File: src/include/fsl_pkg.sv
package fsl_pkg;

    // ------------------------------------------------------------
    // Sizes
    // ------------------------------------------------------------
    localparam int          NPORT      = 8;
    localparam int          PW         = 3;
    localparam int          LW         = 14;

    // ------------------------------------------------------------
    // Frame size limits in bytes
    // ------------------------------------------------------------
    localparam logic [13:0] LIM_DEF    = 14'h05DC;  // 1500
    localparam logic [13:0] LIM_FAST   = 14'h07CE;  // 1998
    localparam logic [13:0] LIM_JUMBO  = 14'h2328;  // 9000
    localparam logic [13:0] LIM_CPU    = 14'h07CE;  // 1998

    // ------------------------------------------------------------
    // Register byte offsets
    // ------------------------------------------------------------
    localparam logic [7:0]  OFS_CTRL   = 8'h00;
    localparam logic [7:0]  OFS_BASE   = 8'h04;
    localparam logic [7:0]  OFS_JUMBO  = 8'h08;
    localparam logic [7:0]  OFS_ALT    = 8'h0C;
    localparam logic [7:0]  OFS_APORT  = 8'h10;
    localparam logic [7:0]  OFS_ROUTE  = 8'h14;
    localparam logic [7:0]  OFS_ABASE  = 8'h18;
    localparam logic [7:0]  OFS_AJUMBO = 8'h1C;
    localparam logic [7:0]  OFS_AALT   = 8'h20;
    localparam logic [7:0]  OFS_STAT   = 8'h24;

    // ------------------------------------------------------------
    // Field positions
    // ------------------------------------------------------------
    localparam int          CTRL_APPLY = 0;
    localparam int          STAT_REJ   = 31;
    localparam int          STAT_JSET  = 30;

    // ------------------------------------------------------------
    // Frame kinds and drop causes
    // ------------------------------------------------------------
    typedef enum logic [1:0] {
        FK_SWITCH = 2'h0,
        FK_CPU    = 2'h1,
        FK_ROUTE  = 2'h2
    } fsl_kind_e;

    typedef enum logic [2:0] {
        DC_NONE   = 3'h0,
        DC_RX     = 3'h1,
        DC_EGRESS = 3'h2,
        DC_CPU    = 3'h3,
        DC_ROUTE  = 3'h4
    } fsl_cause_e;

    // Frame length check request, one per frame
    typedef struct packed {
        logic            valid;
        fsl_kind_e       kind;
        logic [PW-1:0]   in_port;
        logic [PW-1:0]   out_port;
        logic [LW-1:0]   len;
    } fsl_frm_s;

    // Verdict on one frame
    typedef struct packed {
        logic            valid;
        logic            drop;
        fsl_cause_e      cause;
    } fsl_res_s;

endpackage : fsl_pkg

File: src/verilog/fsl_filter.sv
// Chosen here: the AHB-Lite interface to the registers and the address map.
`timescale 1ns/100ps

module fsl_filter
    import fsl_pkg::*;
(
    // Clock and reset
    input  wire logic              sys_clk_i,
    input  wire logic              rst_n_i,
    // AHB-Lite slave
    input  wire logic              hsel_i,
    input  wire logic [31:0]       haddr_i,
    input  wire logic [1:0]        htrans_i,
    input  wire logic              hwrite_i,
    input  wire logic [2:0]        hsize_i,
    input  wire logic [31:0]       hwdata_i,
    input  wire logic              hready_i,
    output logic      [31:0]       hrdata_o,
    output logic                   hreadyout_o,
    output logic                   hresp_o,
    // Port speed, one bit per port, high at 1000 Mb/s
    input  wire logic [NPORT-1:0]  spd_gig_i,
    // Frame checks
    input  wire fsl_frm_s          frm_i,
    output fsl_res_s               res_o
);

    // ------------------------------------------------------------
    // State
    // ------------------------------------------------------------
    // Pending copies take the writes; the in-force copies move only
    // when software asks for a switch reset through the control word
    typedef struct packed {
        logic [LW-1:0]    p_base;     // pending, waits for switch reset
        logic [LW-1:0]    p_jumbo;
        logic             p_jset;
        logic [LW-1:0]    p_alt;
        logic [NPORT-1:0] p_aport;
        logic [LW-1:0]    a_base;     // in force
        logic [LW-1:0]    a_jumbo;
        logic [LW-1:0]    a_alt;
        logic [NPORT-1:0] a_aport;
        logic [LW-1:0]    route;
        logic             route_set;
        logic             rej;
        logic             wr_pend;
        logic             rd_pend;
        logic             rd_do;
        logic [7:0]       addr;
        logic [31:0]      rdata;
        logic             ready;
        fsl_res_s         res;
    } fsl_state_s;

    fsl_state_s        st;
    fsl_state_s        next_st;

    // ------------------------------------------------------------
    // Per-port limits in force
    // ------------------------------------------------------------
    logic [LW-1:0]     jumbo_eff;
    logic [LW-1:0]     port_lim [NPORT];

    // Gigabit limit in force; the fallback to base is settled at apply
    // so a pending large-limit write cannot move it before reset
    assign jumbo_eff = st.a_jumbo;

    // Speed picks base or large limit, alternate overrides it.
    // The alternate wins even on a gigabit port, so one port can be
    // held below the switch-wide large limit
    for (genvar gp = 0; gp < NPORT; gp++) begin : g_lim
        always_comb begin
            if (st.a_aport[gp]) begin
                port_lim[gp] = st.a_alt;
            end else if (spd_gig_i[gp]) begin
                port_lim[gp] = jumbo_eff;
            end else begin
                port_lim[gp] = st.a_base;
            end
        end
    end

    // ------------------------------------------------------------
    // Bus decode helpers
    // ------------------------------------------------------------
    logic              addr_ph;
    logic [LW-1:0]     wval;
    logic [31:0]       rd_mux;

    // Address phase is taken when selected, active and the bus ready.
    // Writes answer at once and store at the end of the data phase;
    // reads insert one wait state so the word is built from settled
    // state. Every access completes, so there is no error path.
    assign addr_ph = hsel_i & htrans_i[1] & hready_i;
    assign wval    = hwdata_i[LW-1:0];

    // ------------------------------------------------------------
    // Write value range checks
    // ------------------------------------------------------------
    // Any bit above the limit field makes a write out of range, so a
    // large value can never alias onto a legal limit
    logic              wbig;
    logic              base_clr;
    logic              base_ok;
    logic              jumbo_ok;
    logic              alt_ok;
    logic              route_ok;
    logic [LW-1:0]     alt_hi;

    assign wbig     = |hwdata_i[31:LW];
    // Zero clears the base limit back to its default
    assign base_clr = (hwdata_i == 32'h0000_0000);
    // Fast-port range for the base limit
    assign base_ok  = !wbig && wval >= LIM_DEF && wval <= LIM_FAST;
    // Gigabit range for the large limit
    assign jumbo_ok = !wbig && wval >= LIM_DEF && wval <= LIM_JUMBO;
    // Alternate sits between pending base and pending large limit,
    // falling back to base when no large limit was ever written
    assign alt_hi   = st.p_jset ? st.p_jumbo : st.p_base;
    assign alt_ok   = !wbig && wval >= st.p_base && wval <= alt_hi;
    // Routed limit is judged against the base in force, because the
    // pending base may never be applied
    assign route_ok = !wbig && wval >= LIM_DEF && wval <= st.a_base;

    // ------------------------------------------------------------
    // Alternate assignment kept at switch reset
    // ------------------------------------------------------------
    // A fast port loses an alternate above 1998; speed is judged at
    // the moment of apply, a later speed change does not revisit it
    logic [NPORT-1:0]  aport_keep;

    for (genvar ga = 0; ga < NPORT; ga++) begin : g_keep
        assign aport_keep[ga] = st.p_aport[ga] &
                                (spd_gig_i[ga] | (st.p_alt <= LIM_FAST));
    end

    // ------------------------------------------------------------
    // Frame length compares
    // ------------------------------------------------------------
    // Equal length is accepted everywhere; only longer frames drop.
    // Whole frames are judged, nothing is ever cut short
    logic              rx_over;
    logic              eg_over;
    logic              cpu_over;
    logic              rt_over;

    assign rx_over  = frm_i.len > port_lim[frm_i.in_port];
    assign eg_over  = frm_i.len > port_lim[frm_i.out_port];
    assign cpu_over = frm_i.len > LIM_CPU;
    assign rt_over  = frm_i.len > st.route;

    // Read mux; reserved bits and unmapped words read as zero.
    // In-force words show what the ports use now, pending words what
    // was written; apply loads base for a never-set large limit and
    // drops fast-port alternates above 1998
    always_comb begin
        rd_mux = 32'h0000_0000;
        unique case (st.addr)
            OFS_BASE:   rd_mux[LW-1:0]    = st.p_base;
            OFS_JUMBO:  rd_mux[LW-1:0]    = st.p_jumbo;
            OFS_ALT:    rd_mux[LW-1:0]    = st.p_alt;
            OFS_APORT:  rd_mux[NPORT-1:0] = st.p_aport;
            OFS_ROUTE:  rd_mux[LW-1:0]    = st.route;
            OFS_ABASE:  rd_mux[LW-1:0]    = st.a_base;
            OFS_AJUMBO: rd_mux[LW-1:0]    = jumbo_eff;
            OFS_AALT:   rd_mux[LW-1:0]    = st.a_alt;
            OFS_STAT: begin
                rd_mux[NPORT-1:0] = st.a_aport;
                rd_mux[STAT_REJ]  = st.rej;
                rd_mux[STAT_JSET] = st.p_jset;
            end
            default:    rd_mux = 32'h0000_0000;
        endcase
    end

    // ------------------------------------------------------------
    // Next state
    // ------------------------------------------------------------
    // Reads take one wait state so that a write in the data phase
    // just before is already stored when the read word is built.
    always_comb begin
        next_st = st;

        // Bus address phase
        next_st.wr_pend = addr_ph & hwrite_i;
        next_st.rd_pend = addr_ph & ~hwrite_i;
        next_st.rd_do   = st.rd_pend;
        next_st.ready   = ~(addr_ph & ~hwrite_i);
        if (addr_ph) begin
            next_st.addr = haddr_i[7:0];
        end
        if (st.rd_pend) begin
            next_st.rdata = rd_mux;
            next_st.ready = 1'b1;
        end

        // Bus write data phase
        if (st.wr_pend) begin
            next_st.rej = 1'b0;
            unique case (st.addr)
                OFS_CTRL: begin
                    // Switch reset: pending limits go into force
                    if (hwdata_i[CTRL_APPLY]) begin
                        next_st.a_base  = st.p_base;
                        // Never-set large limit falls back to base
                        next_st.a_jumbo = st.p_jset ? st.p_jumbo :
                                                      st.p_base;
                        next_st.a_alt   = st.p_alt;
                        // Fast ports lose an alternate above 1998
                        next_st.a_aport = aport_keep;
                        if (!st.route_set || st.p_base < st.route) begin
                            next_st.route = st.p_base;
                        end
                    end
                end
                OFS_BASE: begin
                    if (base_clr) begin
                        next_st.p_base = LIM_DEF;
                    end else if (base_ok) begin
                        next_st.p_base = wval;
                    end else begin
                        next_st.rej = 1'b1;
                    end
                end
                OFS_JUMBO: begin
                    if (jumbo_ok) begin
                        next_st.p_jumbo = wval;
                        next_st.p_jset  = 1'b1;
                    end else begin
                        next_st.rej = 1'b1;
                    end
                end
                OFS_ALT: begin
                    if (alt_ok) begin
                        next_st.p_alt = wval;
                    end else begin
                        next_st.rej = 1'b1;
                    end
                end
                OFS_APORT: begin
                    next_st.p_aport = hwdata_i[NPORT-1:0];
                end
                OFS_ROUTE: begin
                    // Checked against the base in force, applied now
                    if (route_ok) begin
                        next_st.route     = wval;
                        next_st.route_set = 1'b1;
                    end else begin
                        next_st.rej = 1'b1;
                    end
                end
                default: ;
            endcase
        end

        // Frame verdict, one whole frame per request.
        // Ingress is checked first so the cause names the first limit
        next_st.res.valid = frm_i.valid;
        next_st.res.drop  = 1'b0;
        next_st.res.cause = DC_NONE;
        if (frm_i.valid) begin
            if (rx_over) begin
                next_st.res.drop  = 1'b1;
                next_st.res.cause = DC_RX;
            end else begin
                unique case (frm_i.kind)
                    FK_CPU: begin
                        if (cpu_over) begin
                            next_st.res.drop  = 1'b1;
                            next_st.res.cause = DC_CPU;
                        end
                    end
                    FK_ROUTE: begin
                        if (rt_over) begin
                            next_st.res.drop  = 1'b1;
                            next_st.res.cause = DC_ROUTE;
                        end
                    end
                    default: begin
                        if (eg_over) begin
                            next_st.res.drop  = 1'b1;
                            next_st.res.cause = DC_EGRESS;
                        end
                    end
                endcase
            end
        end
    end

    // ------------------------------------------------------------
    // Registers
    // ------------------------------------------------------------
    // All limits come up at 1500 after power-on reset.
    // Pending and in-force copies start equal, so nothing is waiting
    // for a switch reset until software writes a limit
    always_ff @(posedge sys_clk_i or negedge rst_n_i) begin
        if (!rst_n_i) begin
            st           <= '0;
            st.p_base    <= LIM_DEF;
            st.p_jumbo   <= LIM_DEF;
            st.p_alt     <= LIM_DEF;
            st.a_base    <= LIM_DEF;
            st.a_jumbo   <= LIM_DEF;
            st.a_alt     <= LIM_DEF;
            st.route     <= LIM_DEF;
            st.ready     <= 1'b1;
        end else begin
            st <= next_st;
        end
    end

    // ------------------------------------------------------------
    // Outputs
    // ------------------------------------------------------------
    // Bus answers come from the state flops; the response is tied to
    // OKAY since every access completes
    assign hrdata_o    = st.rdata;
    assign hreadyout_o = st.ready;
    assign hresp_o     = 1'b0;
    assign res_o       = st.res;

endmodule : fsl_filter

File: config.mk
export PLATFORM = sky130hd
export DESIGN_NAME = fsl_filter
export DESIGN_NICKNAME = d
export VERILOG_FILES = /design/src/include/fsl_pkg.sv /design/src/verilog/fsl_filter.sv
export SDC_FILE = /design/constraint.sdc
export NUM_CORES = 1
export LEC_CHECK = 0
export ABC_AREA = 0
export BUFFER_PORTS_ARGS = -buffer_cell sky130_fd_sc_hd__clkbuf_2
export CAP_MARGIN = 20
export CORE_MARGIN = 2
export CORE_UTILIZATION = 55
export CTS_BUF_LIST = sky130_fd_sc_hd__clkbuf_8 sky130_fd_sc_hd__clkbuf_16
export DETAILED_ROUTE_END_ITERATION = 8
export GPL_TIMING_DRIVEN = 0
export PLACE_DENSITY = 0.78
export SLEW_MARGIN = 20
export SYNTH_ARGS = -nofsm -noshare
export SYNTH_HDL_FRONTEND = slang
export SYNTH_SLANG_ARGS = --single-unit
File: constraint.sdc
create_clock -name sys_clk_i -period 3.2 [get_ports sys_clk_i]
set_input_delay 0.64 -clock sys_clk_i [delete_from_list [all_inputs] [get_ports sys_clk_i]]
set_output_delay 0.64 -clock sys_clk_i [all_outputs]
set_load 0.02 [all_outputs]
==> impl_results.rst <==
.. list-table::
   :header-rows: 1

   * - Metric
     - Value
   * - Slowest cell on crit path
     - sky130_fd_sc_hd__dfstp_2
   * - Required time at the worst-slack endpoint
     - 3570 ps
   * - Outcome
     - finished clean
   * - Clock tree from TritonCTS
     - built
   * - Final HPWL from detailed placement
     - 35300 µm
   * - DR WL/cell
     - 25.0 µm
   * - Final weighted congestion in routability-driven placement
     - 1.04
   * - Worst-case clock buffer depth
     - 2
   * - Leakage dissipation
     - 7.19 nW
   * - Worst IR drop on VDD
     - 0.000382 V
   * - Library cell occupying the most area in the post-synthesis netlist
     - sky130_fd_sc_hd__dfrtp_1
   * - Total routing usage reported by global routing
     - 36.9%
   * - Count of flip-flops with a built-in enable after synthesis
     - 0
   * - Remaining design rule violation count
     - 0
   * - Relative slew slack
     - 29.1%
   * - Fraction of the mapped netlist area in compound gates
     - 14.5%
   * - Final-report setup violation count
     - 0
   * - Post-DR vias/cell
     - 6.62
   * - Die width
     - 161 µm
   * - Via count of the first global-routing pass
     - 12200
   * - Area share of fa/ha/maj cells after synthesis
     - 9.19%
   * - Reg2Reg Setup Slack
     - 70 ps
   * - Area fraction in and, or, nand and nor cells after synthesis
     - 12.3%
   * - Core outline area
     - 24200 µm²
   * - Buffers and inverters on the worst path
     - 1
   * - Cell depth of the worst flop-to-flop path
     - 13
   * - Mapped Area
     - 13500 µm²
   * - Share of synthesized registers carrying an async set or reset
     - 100%
   * - Clock root buffer
     - sky130_fd_sc_hd__clkbuf_16
   * - Antenna Violating Nets Remaining
     - 0
   * - Post-synthesis register bit count
     - 149
   * - Synthesis-to-finish area growth
     - 14.3%
   * - Dominant synthesized flop cell
     - sky130_fd_sc_hd__dfrtp_1
   * - Period utilization
     - 97.8%
   * - Xor-xnor portion of the synthesized cell area
     - 0%
   * - Transition time of the tightest slew-check pin
     - 1060 ps
   * - Post-route standard cell area excluding fillers
     - 15400 µm²
   * - Clock Skews
     - 12.7 ps
   * - Multiplexer area fraction after synthesis
     - 28.0%
   * - Number of distinct library cells after synthesis
     - 59
   * - RSZ-0062 raised after global routing
     - true
   * - Most frequent cell on the critical path
     - sky130_fd_sc_hd__a21oi_1
   * - Main area contributors after synthesis
     - sky130_fd_sc_hd__dfrtp_1 18%, sky130_fd_sc_hd__mux2i_1 12%, sky130_fd_sc_hd__dfstp_2 9.7%
   * - Launch point of the worst reg-to-reg path
     - jumbo_eff[10]$_DFFE_PN1P_
   * - Hold_buf cts
     - 0
   * - Antenna fix cells
     - 0
   * - Count of warnings emitted by yosys
     - 0
   * - H-tree levels
     - 4
   * - Endpoint of the lowest-slack register-to-register path
     - res_o[3]$_DFF_PN0_
   * - Total power divided by cell area
     - 371 nW/µm²
   * - Number of standard cells in the layout, taps in and fillers out
     - 1926
   * - Dominant combinational cell family by area after synthesis
     - multiplexers
   * - Ports placed on the boundary
     - 144
   * - Clock-pin slew reported for the worst setup and hold paths after clock tree synthesis
     - 70 ps
   * - Starting Density
     - 55.7%
   * - Nature of the critical path startpoint
     - register
   * - Worst-Skew Late Latency
     - 440 ps
   * - Worst setup EP type
     - register
   * - Path category of the worst min-delay check
     - in2async
   * - Die Ht
     - 161 µm
   * - Start point of the critical path
     - jumbo_eff[10]$_DFFE_PN1P_
   * - Area fraction of the dominant cell type after synthesis
     - 18.4%
   * - Placed cell areas
     - 14600 µm²
   * - Total wire length
     - 48200 µm
   * - Most frequent cells after synthesis
     - 169 x sky130_fd_sc_hd__nor2_1, 166 x sky130_fd_sc_hd__mux2i_1, 157 x sky130_fd_sc_hd__a21oi_1
   * - CTS Sinks
     - 149
   * - Fill cell total of the finished layout
     - 1995
   * - Number of CTS-inserted buffers
     - 17
   * - Pins Over Slew Limit
     - 0
   * - Hold violation total from the final report
     - 0
   * - Top Family by Delay on Critical Path
     - multiplexers
   * - Portion of the post-synthesis area used by sequential elements
     - 28.1%
   * - Largest net degree at the start of global routing
     - 85
   * - Die Outline Area
     - 25800 µm²
   * - Number of violations reported at the end of detailed-routing iteration 0
     - 1871
   * - First-pass GRT wire length
     - 71600 µm
   * - Peak Freq
     - 320 MHz
   * - Final critical-path required period
     - 3130 ps
   * - Maximum fanout encountered on the critical timing path
     - 4
   * - Total congestion overflow
     - 0
   * - Total number of placement rows
     - 57
   * - Post-Synthesis Mean Instance Area
     - 9.09 µm²
   * - Stage delay of the slowest cell on the critical path
     - 520 ps
   * - Number of max-capacitance violations reported
     - 0
   * - Number of search-and-repair iterations in the first detailed-routing pass
     - 9
   * - Number of buffers inserted by port buffering
     - 85
   * - Signal arrival time at the worst endpoint
     - 3500 ps
   * - Initial antenna violation count
     - 0
   * - Series of cell instances along the critical path
     - buf_2 > mux2i_1 > nor2_1 > a21oi_1 > mux4_2 > mux2_4 > ha_1 > nand4_1 > nor3_2 > a21oi_1 > a22oi_2 > o22ai_1 > a21oi_1
   * - Dominant cell by count in the synthesized netlist
     - sky130_fd_sc_hd__nor2_1
   * - Critical path class
     - reg2reg
   * - Capturing element of the worst setup path
     - res_o[3]$_DFF_PN0_
   * - Fraction of layout cells with a size suffix above 1
     - 26.3%
   * - Total placed cells including tap cells
     - 1909
   * - Synthesized netlist cell count
     - 1483
   * - Net count of the finished layout
     - 1793
   * - Vias after detailed routing
     - 12800
   * - Critical path depth
     - 13
==> where the power goes <==
part	switching, mW	internal, mW	leakage, nW
sequential	0.103	1.98	1.76
clock	0.854	1.07	0.261
combinational	0.959	0.746	5.17
total	1.92	3.80	7.19
==> state kept, by name, indices dropped and copies added, names as in the netlist <==
signal	cells
next_st	1
res_o	5
jumbo_eff	14
hreadyout_o	1
st	112
hrdata_o	16
==> routing by layer <==
layer	global-route usage, %	wire length (µm)	vias up
li1	-	-	5570
met1	48.0	18300	6169
met2	55.4	21000	819
met3	8.78	5440	195
met4	24.1	3380	0
met5	0	0	-
==> final cells by class <==
cell class,count,area [µm²],area share (%)
multi-input combinational,1117,8790,57.1
clock inverter,15,135,0.877
timing repair buffer,110,701,4.55
buffer,132,900,5.84
inverter,62,233,1.51
tap,324,405,2.63
clock buffer,17,425,2.76
sequential,149,3810,24.7
==> how the worst min path moves through the flow <==
stage	from	end	cells past startpoint
3_3_place_gp	st[50]$_DFFE_PN0P_	st[50]$_DFFE_PN0P_	1
3_5_place_dp	st[131]$_DFFE_PN1P_	st[81]$_DFFE_PN1P_	2
4_1_cts	rst_n_i	res_o[1]$_DFF_PN0_	1
5_1_grt	rst_n_i	res_o[3]$_DFF_PN0_	1
2_1_floorplan	rst_n_i	hrdata_o[0]$_DFFE_PN0P_	0
6_report	rst_n_i	res_o[1]$_DFF_PN0_	1
==> through the flow <==
step	utilization [%]	power, mW	worst slack [ps]	hold WS (ps)	setup TNS, ps
6_report	63.7	5.71	71.8	243	0
5_1_grt	63.7	5.92	-60.4	292	-104
4_1_cts	62.8	5.60	4.14	274	0
3_5_place_dp	60.3	3.68	-816	471	-16360
3_3_place_gp	60.1	3.63	-998	455	-114570
2_1_floorplan	-	3.17	-25.2	344	-25.2
==> placed cells by master, fill, tap and decap left out, types with 21 or more instances in the layout <==
cell type                    n
sky130_fd_sc_hd__buf_4      52
sky130_fd_sc_hd__a21oi_1   154
sky130_fd_sc_hd__inv_1      64
sky130_fd_sc_hd__mux4_2     56
sky130_fd_sc_hd__a222oi_1   22
sky130_fd_sc_hd__clkbuf_2  105
sky130_fd_sc_hd__mux2_1     33
sky130_fd_sc_hd__mux2i_1   166
sky130_fd_sc_hd__ha_1       98
sky130_fd_sc_hd__nand3_1    22
sky130_fd_sc_hd__clkbuf_1   32
sky130_fd_sc_hd__dfrtp_1    88
sky130_fd_sc_hd__nor2_1    168
sky130_fd_sc_hd__o21ai_0    53
sky130_fd_sc_hd__mux2_2     41
sky130_fd_sc_hd__dfstp_2    49
sky130_fd_sc_hd__nand4_1    21
sky130_fd_sc_hd__nand2_1   113
==> repair_timing <==
item | in CTS | in global routing
buffers inserted | 9 | 15
hold endpoints to repair | 0 | 0
pin swaps | 2 | 6
setup endpoints to repair | 30 | 18
resized for setup | 38 | 55
==> cells by family after synthesis <==
group | after synthesis
compound gates | 324
fa+ha+maj | 99
buf+inv | 233
flops | 149
mux | 298
other cells | 1
simple gates | 379
Note: power is estimated with default switching activity, not from simulation.
